--- config.mk ---
export PLATFORM = sky130hd
export DESIGN_NAME = est_status_terminal
export DESIGN_NICKNAME = d
export VERILOG_FILES = /design/src/inc/est_pkg.sv /design/src/inc/est_uart_if.sv /design/src/hdl/est_status_terminal.sv /design/src/hdl/est_uart.sv
export SDC_FILE = /design/constraint.sdc
export NUM_CORES = 1
export LEC_CHECK = 0
export BUFFER_PORTS_ARGS = -buffer_cell sky130_fd_sc_hd__buf_2
export CAP_MARGIN = 20
export CORE_UTILIZATION = 60
export CTS_CLUSTER_DIAMETER = 80
export CTS_CLUSTER_SIZE = 30
export DETAILED_ROUTE_END_ITERATION = 10
export PLACE_DENSITY = 0.79
export SYNTH_ARGS = -nofsm -noshare
export SYNTH_HDL_FRONTEND = slang
export SYNTH_SLANG_ARGS = --single-unit
--- constraint.sdc ---
create_clock -name i_clk -period 2.6 [get_ports i_clk]
set_input_delay 0.26 -clock i_clk [delete_from_list [all_inputs] [get_ports i_clk]]
set_output_delay 0.26 -clock i_clk [all_outputs]
set_load 0.01 [all_outputs]
--- src/inc/est_pkg.sv ---
// Purpose: shared constants and types of the extender status and terminal block
// Assumes: 200 MHz system clock, one bi-colour led is a green and a red drive
// Notes: orange is shown by lighting green and red together
package est_pkg;
  // clock and serial timing
  localparam int unsigned CLK_HZ = 200_000_000;
  localparam int unsigned BAUD_RATE = 115_200;
  localparam int unsigned BIT_CYC = (CLK_HZ + BAUD_RATE / 2) / BAUD_RATE;
  // indicator rates in hertz, both taken from one 2*FAST_HZ tick
  localparam int unsigned FAST_HZ = 8;
  localparam int unsigned SLOW_HZ = 1;
  localparam int unsigned TICK_CYC = CLK_HZ / (2 * FAST_HZ);
  localparam int unsigned SLOW_BIT = $clog2(FAST_HZ / SLOW_HZ);
  localparam int unsigned PHASE_W = SLOW_BIT + 1;
  localparam int unsigned N_LINKS = 4;
  // terminal characters
  localparam int unsigned CMD_MAX = 8;
  localparam logic [7:0] CH_CR = 8'h0d;
  localparam logic [7:0] CH_LF = 8'h0a;
  localparam logic [7:0] CH_UP_A = 8'h41;
  localparam logic [7:0] CH_UP_Z = 8'h5a;
  localparam logic [7:0] CASE_OFS = 8'h20;
  localparam logic [7:0] CH_ZERO = 8'h30;
  localparam logic [7:0] CH_HEX_A = 8'h57;
  localparam logic [7:0] CH_S = 8'h53;
  localparam logic [7:0] CH_V = 8'h56;
  localparam logic [7:0] CH_L = 8'h4c;
  localparam logic [7:0] CH_OK = 8'h4f;
  localparam logic [7:0] CH_FAIL = 8'h46;
  localparam logic [7:0] CH_UPD = 8'h55;
  localparam logic [7:0] CH_W = 8'h57;
  // lower-case command spellings
  localparam logic [63:0] CMD_FW = 64'h6669726d77617265;
  localparam logic [47:0] CMD_ST = 48'h737461747573;
  localparam int unsigned CMD_FW_LEN = 8;
  localparam int unsigned CMD_ST_LEN = 6;
  // report layout: S x V hh L links CR LF
  localparam int unsigned REP_LINK0 = 6;
  localparam int unsigned REP_LEN = REP_LINK0 + N_LINKS + 2;
  localparam int unsigned ACK_LEN = 4;

  typedef enum logic [1:0] {LP_OFF, LP_SOLID, LP_SLOW, LP_FAST} est_pat_t;
  typedef struct packed {
    est_pat_t pat;
    logic grn;
    logic red;
  } est_led_t;

  // one nibble as a lower-case hex digit
  function automatic logic [7:0] est_hex(input logic [3:0] nib);
    est_hex = (nib < 4'ha) ? CH_ZERO + {4'h0, nib} : CH_HEX_A + {4'h0, nib};
  endfunction : est_hex

  // folds upper-case letters to lower case, other bytes unchanged
  function automatic logic [7:0] est_fold(input logic [7:0] ch);
    est_fold = (ch >= CH_UP_A && ch <= CH_UP_Z) ? ch + CASE_OFS : ch;
  endfunction : est_fold
endpackage : est_pkg

--- src/inc/est_uart_if.sv ---
// Purpose: byte carrier between the terminal logic and its serial engine
// Assumes: single clock domain
// Notes: rx_valid is a one-cycle pulse; tx uses valid/ready
`timescale 1ns/1ps
interface est_uart_if;
  logic [7:0] tx_data;
  logic tx_valid;
  logic tx_ready;
  logic [7:0] rx_data;
  logic rx_valid;
  modport uart (input tx_data, input tx_valid, output tx_ready, output rx_data,
                output rx_valid);
  modport term (output tx_data, output tx_valid, input tx_ready, input rx_data,
                input rx_valid);
endinterface : est_uart_if

--- src/hdl/est_status_terminal.sv ---
// Purpose: status leds and serial command terminal of a fibre extender unit
// Assumes: all status inputs are levels synchronous to i_clk
// Notes: in update mode terminal bytes go to o_fw_rx_* for the image loader
// Operation
// While running normally the system led pulses green slowly.
// In firmware update mode the system led pulses orange slowly.
// On a system failure the system led is steady orange.
// A link led pulses red slowly when no valid low-speed link is seen.
// A link led is steady red on a camera power fault of that link.
// Link and fibre leds flash green fast while the link speed is negotiated.
// Link and fibre leds are steady green once the link is active.
// A fibre led flashes red fast with no module and is steady red if incompatible.
// A fibre led pulses red slowly when a module sees no optical signal.
// The terminal runs 115200 baud, one start bit, one stop bit, no parity.
// A command is executed only when its carriage return arrives.
// The firmware command enters update mode, ready for an image transfer.
// The status command sends a report of system, link and general state.
// Commands are matched without regard to letter case.
// A slow rate near 1 Hz and a fast rate near 8 Hz come from one divider.
// Faults win over negotiation and active patterns; unknown commands are ignored.
`timescale 1ns/1ps
module est_status_terminal
  import est_pkg::*;
#(
  parameter int unsigned N = N_LINKS,
  parameter int unsigned TICK_CYCLES = TICK_CYC,
  parameter int unsigned BIT_CYCLES = BIT_CYC
) (
  input wire logic i_clk,
  input wire logic i_rstn,
  input wire logic i_sys_fail,
  input wire logic [N-1:0] i_cxp_ls_ok,
  input wire logic [N-1:0] i_cxp_pwr_fault,
  input wire logic [N-1:0] i_cxp_negot,
  input wire logic [N-1:0] i_cxp_active,
  input wire logic [N-1:0] i_sfp_present,
  input wire logic [N-1:0] i_sfp_compat,
  input wire logic [N-1:0] i_sfp_sig_ok,
  input wire logic [7:0] i_fw_version,
  input wire logic i_fw_done,
  input wire logic i_uart_rxd,
  output logic o_uart_txd,
  output logic o_sys_led_grn,
  output logic o_sys_led_red,
  output logic [N-1:0] o_cxp_led_grn,
  output logic [N-1:0] o_cxp_led_red,
  output logic [N-1:0] o_sfp_led_grn,
  output logic [N-1:0] o_sfp_led_red,
  output logic o_fw_mode,
  output logic o_fw_rx_valid,
  output logic [7:0] o_fw_rx_data
);
  localparam int TW = $clog2(TICK_CYCLES);
  localparam logic [TW-1:0] TICK_LAST = TW'(TICK_CYCLES - 1);

  typedef enum logic {TX_IDLE, TX_RUN} est_tx_t;

  est_uart_if uif ();

  logic [TW-1:0] div_q;
  logic [PHASE_W-1:0] phase_q;
  logic fast_on;
  logic slow_on;
  logic fw_q;
  logic [63:0] cmd_q;
  logic [3:0] len_q;
  logic [7:0] rx_ch;
  logic hit_fw;
  logic hit_st;
  est_tx_t tx_st_q;
  logic ack_q;
  logic [4:0] idx_q;
  logic [4:0] msg_len;
  logic [7:0] tx_byte;
  logic [N-1:0] cxp_ok;
  logic [N-1:0] sfp_ok;
  est_led_t sys_led;
  est_led_t [N-1:0] cxp_led;
  est_led_t [N-1:0] sfp_led;

  // serial engine
  est_uart #(.BIT_CYCLES(BIT_CYCLES)) u_uart (
    .i_clk(i_clk),
    .i_rstn(i_rstn),
    .i_rxd(i_uart_rxd),
    .o_txd(o_uart_txd),
    .bus(uif.uart)
  );

  // pattern phase: one shared tick keeps every led of the unit in step
  always_ff @(posedge i_clk) begin
    if (!i_rstn) begin
      div_q <= '0;
      phase_q <= '0;
    end else if (div_q == TICK_LAST) begin
      div_q <= '0;
      phase_q <= phase_q + 1'b1;
    end else begin
      div_q <= div_q + 1'b1;
    end
  end
  assign fast_on = phase_q[0];
  assign slow_on = phase_q[SLOW_BIT];

  // resolves one pattern against the shared phase
  function automatic logic pat_lit(input est_pat_t pat, input logic slow, input logic fast);
    case (pat)
      LP_SOLID: pat_lit = 1'b1;
      LP_SLOW: pat_lit = slow;
      LP_FAST: pat_lit = fast;
      default: pat_lit = 1'b0;
    endcase
  endfunction : pat_lit

  assign cxp_ok = i_cxp_ls_ok & ~i_cxp_pwr_fault;
  assign sfp_ok = i_sfp_present & i_sfp_compat & i_sfp_sig_ok;

  // led selection, faults first so a faulty link never reads as healthy
  always_comb begin
    sys_led = '{pat: LP_SLOW, grn: 1'b1, red: 1'b0};
    if (i_sys_fail) begin
      sys_led = '{pat: LP_SOLID, grn: 1'b1, red: 1'b1};
    end else if (fw_q) begin
      sys_led = '{pat: LP_SLOW, grn: 1'b1, red: 1'b1};
    end
    for (int k = 0; k < N; k++) begin
      cxp_led[k] = '{pat: LP_OFF, grn: 1'b0, red: 1'b0};
      sfp_led[k] = '{pat: LP_OFF, grn: 1'b0, red: 1'b0};
      if (i_cxp_pwr_fault[k]) begin
        cxp_led[k] = '{pat: LP_SOLID, grn: 1'b0, red: 1'b1};
      end else if (!i_cxp_ls_ok[k]) begin
        cxp_led[k] = '{pat: LP_SLOW, grn: 1'b0, red: 1'b1};
      end else if (i_cxp_negot[k]) begin
        cxp_led[k] = '{pat: LP_FAST, grn: 1'b1, red: 1'b0};
      end else if (i_cxp_active[k]) begin
        cxp_led[k] = '{pat: LP_SOLID, grn: 1'b1, red: 1'b0};
      end
      if (!i_sfp_present[k]) begin
        sfp_led[k] = '{pat: LP_FAST, grn: 1'b0, red: 1'b1};
      end else if (!i_sfp_compat[k]) begin
        sfp_led[k] = '{pat: LP_SOLID, grn: 1'b0, red: 1'b1};
      end else if (!i_sfp_sig_ok[k]) begin
        sfp_led[k] = '{pat: LP_SLOW, grn: 1'b0, red: 1'b1};
      end else if (i_cxp_negot[k]) begin
        sfp_led[k] = '{pat: LP_FAST, grn: 1'b1, red: 1'b0};
      end else if (i_cxp_active[k]) begin
        sfp_led[k] = '{pat: LP_SOLID, grn: 1'b1, red: 1'b0};
      end
    end
  end

  // led drivers are registered; update mode blanks all but the system led
  always_ff @(posedge i_clk) begin
    if (!i_rstn) begin
      o_sys_led_grn <= 1'b0;
      o_sys_led_red <= 1'b0;
      o_cxp_led_grn <= '0;
      o_cxp_led_red <= '0;
      o_sfp_led_grn <= '0;
      o_sfp_led_red <= '0;
    end else begin
      o_sys_led_grn <= sys_led.grn & pat_lit(sys_led.pat, slow_on, fast_on);
      o_sys_led_red <= sys_led.red & pat_lit(sys_led.pat, slow_on, fast_on);
      for (int k = 0; k < N; k++) begin
        o_cxp_led_grn[k] <= !fw_q && cxp_led[k].grn && pat_lit(cxp_led[k].pat, slow_on, fast_on);
        o_cxp_led_red[k] <= !fw_q && cxp_led[k].red && pat_lit(cxp_led[k].pat, slow_on, fast_on);
        o_sfp_led_grn[k] <= !fw_q && sfp_led[k].grn && pat_lit(sfp_led[k].pat, slow_on, fast_on);
        o_sfp_led_red[k] <= !fw_q && sfp_led[k].red && pat_lit(sfp_led[k].pat, slow_on, fast_on);
      end
    end
  end

  // command matching on the folded line; matches count only at carriage return
  assign rx_ch = est_fold(uif.rx_data);
  assign hit_fw = uif.rx_valid && !fw_q && uif.rx_data == CH_CR
                  && len_q == 4'(CMD_FW_LEN) && cmd_q == CMD_FW;
  assign hit_st = uif.rx_valid && !fw_q && uif.rx_data == CH_CR
                  && len_q == 4'(CMD_ST_LEN) && cmd_q[47:0] == CMD_ST;

  // line collector; an overlong line saturates and can match nothing
  always_ff @(posedge i_clk) begin
    if (!i_rstn) begin
      cmd_q <= '0;
      len_q <= '0;
    end else if (uif.rx_valid && !fw_q) begin
      if (uif.rx_data == CH_CR) begin
        len_q <= '0;
        cmd_q <= '0;
      end else if (uif.rx_data != CH_LF) begin
        cmd_q <= {cmd_q[55:0], rx_ch};
        len_q <= (len_q > 4'(CMD_MAX)) ? len_q : len_q + 1'b1;
      end
    end
  end

  // update mode lasts until the image loader reports an end, good or bad
  always_ff @(posedge i_clk) begin
    if (!i_rstn) begin
      fw_q <= 1'b0;
    end else if (hit_fw) begin
      fw_q <= 1'b1;
    end else if (i_fw_done) begin
      fw_q <= 1'b0;
    end
  end
  assign o_fw_mode = fw_q;

  // image bytes pass straight through while in update mode
  always_ff @(posedge i_clk) begin
    if (!i_rstn) begin
      o_fw_rx_valid <= 1'b0;
      o_fw_rx_data <= '0;
    end else begin
      o_fw_rx_valid <= fw_q && uif.rx_valid;
      o_fw_rx_data <= uif.rx_data;
    end
  end

  // message bytes: acknowledge, or report with live state per byte
  always_comb begin
    msg_len = ack_q ? 5'(ACK_LEN) : 5'(REP_LEN);
    tx_byte = CH_LF;
    if (ack_q) begin
      case (idx_q)
        5'd0: tx_byte = CH_FAIL;
        5'd1: tx_byte = CH_W;
        5'd2: tx_byte = CH_CR;
        default: tx_byte = CH_LF;
      endcase
    end else if (idx_q >= 5'(REP_LINK0) && idx_q < 5'(REP_LINK0 + N)) begin
      for (int k = 0; k < N; k++) begin
        if (idx_q == 5'(REP_LINK0 + k)) begin
          tx_byte = est_hex({i_cxp_active[k], i_cxp_negot[k], sfp_ok[k], cxp_ok[k]});
        end
      end
    end else begin
      case (idx_q)
        5'd0: tx_byte = CH_S;
        5'd1: tx_byte = i_sys_fail ? CH_FAIL : (fw_q ? CH_UPD : CH_OK);
        5'd2: tx_byte = CH_V;
        5'd3: tx_byte = est_hex(i_fw_version[7:4]);
        5'd4: tx_byte = est_hex(i_fw_version[3:0]);
        5'd5: tx_byte = CH_L;
        5'(REP_LEN - 2): tx_byte = CH_CR;
        default: tx_byte = CH_LF;
      endcase
    end
  end

  // reply sequencer; a command arriving mid-reply gets no reply of its own, none is queued
  always_ff @(posedge i_clk) begin
    if (!i_rstn) begin
      tx_st_q <= TX_IDLE;
      ack_q <= 1'b0;
      idx_q <= '0;
    end else begin
      case (tx_st_q)
        TX_IDLE: begin
          idx_q <= '0;
          if (hit_fw || hit_st) begin
            tx_st_q <= TX_RUN;
            ack_q <= hit_fw;
          end
        end
        TX_RUN: begin
          if (uif.tx_ready) begin
            idx_q <= idx_q + 1'b1;
            if (idx_q == msg_len - 1'b1) begin
              tx_st_q <= TX_IDLE;
            end
          end
        end
        default: tx_st_q <= TX_IDLE;
      endcase
    end
  end
  assign uif.tx_valid = (tx_st_q == TX_RUN);
  assign uif.tx_data = tx_byte;
endmodule : est_status_terminal

--- src/hdl/est_uart.sv ---
// Purpose: 8N1 serial receiver and transmitter for the terminal port
// Assumes: rxd already synchronous to i_clk
// Notes: no parity and no flow control; a bad stop bit drops the byte
`timescale 1ns/1ps
module est_uart
  import est_pkg::*;
#(
  parameter int unsigned BIT_CYCLES = BIT_CYC
) (
  input wire logic i_clk,
  input wire logic i_rstn,
  input wire logic i_rxd,
  output logic o_txd,
  est_uart_if.uart bus
);
  localparam int CW = $clog2(BIT_CYCLES);
  localparam logic [CW-1:0] BIT_LAST = CW'(BIT_CYCLES - 1);
  localparam logic [CW-1:0] BIT_HALF = CW'(BIT_CYCLES / 2);

  logic [CW-1:0] rx_cnt_q;
  logic [3:0] rx_bit_q;
  logic [7:0] rx_sh_q;
  logic rx_busy_q;
  logic [CW-1:0] tx_cnt_q;
  logic [3:0] tx_bit_q;
  logic [9:0] tx_sh_q;

  // receiver: start edge, check at mid bit, then one sample per bit time
  always_ff @(posedge i_clk) begin
    bus.rx_valid <= 1'b0;
    if (!i_rstn) begin
      rx_busy_q <= 1'b0;
      rx_cnt_q <= '0;
      rx_bit_q <= '0;
      rx_sh_q <= '0;
      bus.rx_data <= '0;
    end else if (!rx_busy_q) begin
      if (!i_rxd) begin
        rx_busy_q <= 1'b1;
        rx_cnt_q <= BIT_HALF;
        rx_bit_q <= '0;
      end
    end else if (rx_cnt_q != '0) begin
      rx_cnt_q <= rx_cnt_q - 1'b1;
    end else begin
      rx_cnt_q <= BIT_LAST;
      rx_bit_q <= rx_bit_q + 1'b1;
      if (rx_bit_q == 4'd0 && i_rxd) begin
        rx_busy_q <= 1'b0; // glitch, not a start bit
      end else if (rx_bit_q == 4'd9) begin
        rx_busy_q <= 1'b0;
        bus.rx_valid <= i_rxd;
        bus.rx_data <= rx_sh_q;
      end else if (rx_bit_q != 4'd0) begin
        rx_sh_q <= {i_rxd, rx_sh_q[7:1]}; // lsb first
      end
    end
  end

  assign bus.tx_ready = (tx_bit_q == 4'd0);

  // transmitter: start, eight data bits lsb first, one stop bit
  always_ff @(posedge i_clk) begin
    if (!i_rstn) begin
      tx_sh_q <= '1;
      tx_bit_q <= '0;
      tx_cnt_q <= '0;
    end else if (tx_bit_q == 4'd0) begin
      if (bus.tx_valid) begin
        tx_sh_q <= {1'b1, bus.tx_data, 1'b0};
        tx_bit_q <= 4'd10;
        tx_cnt_q <= BIT_LAST;
      end
    end else if (tx_cnt_q != '0) begin
      tx_cnt_q <= tx_cnt_q - 1'b1;
    end else begin
      tx_cnt_q <= BIT_LAST;
      tx_bit_q <= tx_bit_q - 1'b1;
      tx_sh_q <= {1'b1, tx_sh_q[9:1]};
    end
  end

  // pin comes straight from the shifter flop, which refills with ones, so no glitch
  assign o_txd = tx_sh_q[0];
endmodule : est_uart

==> impl_metrics.yaml <==
placed_design:
  place_area_um2: 9730
  dpl.cell_count: 1355
  port_buffers: 69
  dp_hpwl_um: 14400
  place_ws_ns: 0.369
  place_congestion: 0.943
drt:
  drcViolationCount: 6
  drtPass1Iterations: 10
  drt_iter0_markers: 832
  routed_wl_um: 21400
  antenna_left: 0
  routedWlPerCell_um: 15.4
  vias: 8406
  routed_via_density: 6.06
logic_synthesis:
  synth.distinct_cells: 78
  synth_flop_cell: "dfxtp_1"
  synth_common_cells: "dfxtp_1, nand2_1, a21oi_1, nor2_1, nand3_1"
  synth.top_cell.area_share_pct: 41.1
  syn_area_per_cell_um2: 8.01
  synth_seq_area_share_pct: 41.1
  synthCells: 1143
  synth_top_area_cell: "dfxtp_1"
  synth_fa_ha_area_share_pct: 3.01
  synth_edf_count: 0
  yosys.area_share.simple_pct: 29.0
  synthesis.area_um2: 9150
  syn_nets: 1206
  synth_mux_area_share_pct: 1.76
  async_flop_share_pct: 0
  synth_area_leaders: "dfxtp_1, a21oi_1, nand2_1"
  yosysMostFrequentCell: "dfxtp_1"
  synth_compound_area_share_pct: 17.2
  synth_top_family_by_area: "simple AND/OR/NAND/NOR gates"
  yosysWarningCount: 0
  synth-seq-cells: 188
  synth-xor-area-share_pct: 3.54
floorplanning:
  die_y_um: 126
  die-area_um2: 15800
  rows: 44
  core_um2: 14700
  start_util_pct: 62.3
  top_level_ports: 70
  fp.dieW_um: 126
final_layout:
  drive_gt1_share_pct: 12.9
  final_cells: 1387
  n_antenna_cell: 0
  area_growth_pct: 12.8
  final_area_um2: 10300
  finalNetCount: 1253
sta:
  max_slew.worst_pin.slew_ns: 0.632
  rsz0062_at_grt: "no"
  fin_setup_tns_ns: 0
  hold_viol_final: 0
  setup_viol: 0
  fin_skew_ns: 0.00905
  fin_crit_ns: 2.37
  maxSlewHeadroom_pct: 57.5
  max_clock_freq_mhz: 423
  slew_violations: 0
  finalCritPeriodShare_pct: 91.0
  setup_ws_ns: 0.234
clock_network:
  post_cts_buffers: 0
  cts_max_level: 4
  ctsHoldBuffers: 0
  clock_latency_ns: 0.43
  cts_buffers: 17
  ctsResizeCount: 0
  clock_path_buffers: 2
  tritoncts: "yes"
  clk_pin_slew_worst_paths_ns: 0.07
  root_buffer: "clkbuf_16"
  cts.sinks: 188
critical_path:
  worstPathMaxFanout: 12
  critPathRequiredTime_ns: 2.90
  start_kind: "flop"
  path_class: "flop to flop"
  cp-end-kind: "flop"
  r2r_cells: 8
  critPathArrivalTime_ns: 2.67
grt:
  grt_overflow: 0
  grt_max_degree: 75
  antenna_found_initial: 0
  grt_pass1_vias: 7497
  grt_pass1_wl_um: 35900
  grt_use_total_pct: 27.7
power:
  powerDensity_nw_per_um2: 720
  cellLeakagePower_nw: 3.82
  report.power.total_mw: 7.43
  ir_drop_uv: 532
flow_run:
  maxCapViolations: 0
status:
  violations: "design-rule violations"
  status: "finished with violations"
hold_path:
  whs_path_depth: 3
  holdCritPathClass: "input pin to flop"
[layout by cell type, fill, tap and decap left out, types with 23 or more instances in the layout]
cell type,synthesis,final
nand4_1,23,23
o21ai_0,41,41
inv_1,35,34
buf_2,3,69
nand2_1,153,152
nand3_1,75,75
a21oi_1,126,126
buf_4,0,23
dfxtp_1,188,188
nor3_1,39,39
nor2_1,103,103
[flip-flops by register name, indices dropped and copies added (netlist names), 4 cells and up]
name,flops
u_uart.tx_sh_q,9
o_cxp_led_red,4
o_sfp_led_red,4
o_cxp_led_grn,4
len_q,4
div_q,24
u_uart.bus.rx_data,8
o_fw_rx_data,8
u_uart.tx_cnt_q,11
u_uart.rx_sh_q,8
u_uart.rx_bit_q,4
u_uart.tx_bit_q,4
idx_q,5
phase_q,4
cmd_q,64
u_uart.rx_cnt_q,11
o_sfp_led_grn,4
[logic make-up after synthesis]
| family | count (synthesis) |
|---|---|
| XOR/XNOR | 37 |
| flip-flops | 188 |
| buffers and inverters | 103 |
| multiplexers | 16 |
| adder cells (fa/ha/maj) | 22 |
| AO/OA/AOI/OAI | 261 |
| AND/OR/NAND/NOR | 516 |
[layout make-up]
| class | instances | area (um2) |
|---|---|---|
| inverters | 35 | 133 |
| repair buffers | 96 | 598 |
| multi-input cells | 852 | 5010 |
| clock inverters | 12 | 136 |
| flip-flops and latches | 188 | 3760 |
| well taps | 184 | 230 |
| clock buffers | 20 | 457 |
| fillers | 1195 | 4370 |
[power breakdown]
group	total, mW	switching [mW]	leakage [nW]	internal [mW]
clock network	2.61	1.13	0.289	1.48
logic	1.63	0.965	2.01	0.666
registers	3.19	0.148	1.52	3.05
total	7.43	2.24	3.82	5.19
[per-layer routing]
metal / global-route usage, % / routed length (um) / vias to the layer above
met1: 38.9 / 10100 / 4000
met2: 44.1 / 9990 / 215
met5: 0 / 0 / -
li1: - / - / 4169
met4: 7.39 / 252 / 0
met3: 4.54 / 1000 / 22
[critical path: stages (launching register included)]
cell and delay [ns]:
dfxtp_1 0.50, inv_1 0.11, ha_1 0.33, nor2b_1 0.21, a2111o_1 0.39, o21ai_0 0.20
a21oi_1 0.13, a211oi_1 0.25, o21ai_0 0.12
[final timing paths]
kind	start	to	slack, ns
max	idx_q[1]$_SDFFE_PN0P_	u_uart.tx_sh_q[5]$_SDFFE_PN1P_	0.23
min	i_cxp_pwr_fault[0]	o_cxp_led_red[0]$_SDFF_PN0_	0.05
max reg2reg	idx_q[1]$_SDFFE_PN0P_	u_uart.tx_sh_q[5]$_SDFFE_PN1P_	0.23
min reg2reg	cmd_q[57]$_SDFFE_PN0P_	cmd_q[57]$_SDFFE_PN0P_	0.45
[through the flow]
| step | util, % | hold slack (ns) |
|---|---|---|
| 2_1_floorplan | - | 0.370 |
| 3_3_place_gp | 66.2 | 0.434 |
| 3_5_place_dp | 66.2 | 0.443 |
| 4_1_cts | 70.2 | 0.0407 |
| 5_1_grt | 70.2 | 0.0534 |
| 6_report | 70.2 | 0.0535 |
(Power assumes the default switching activity.)
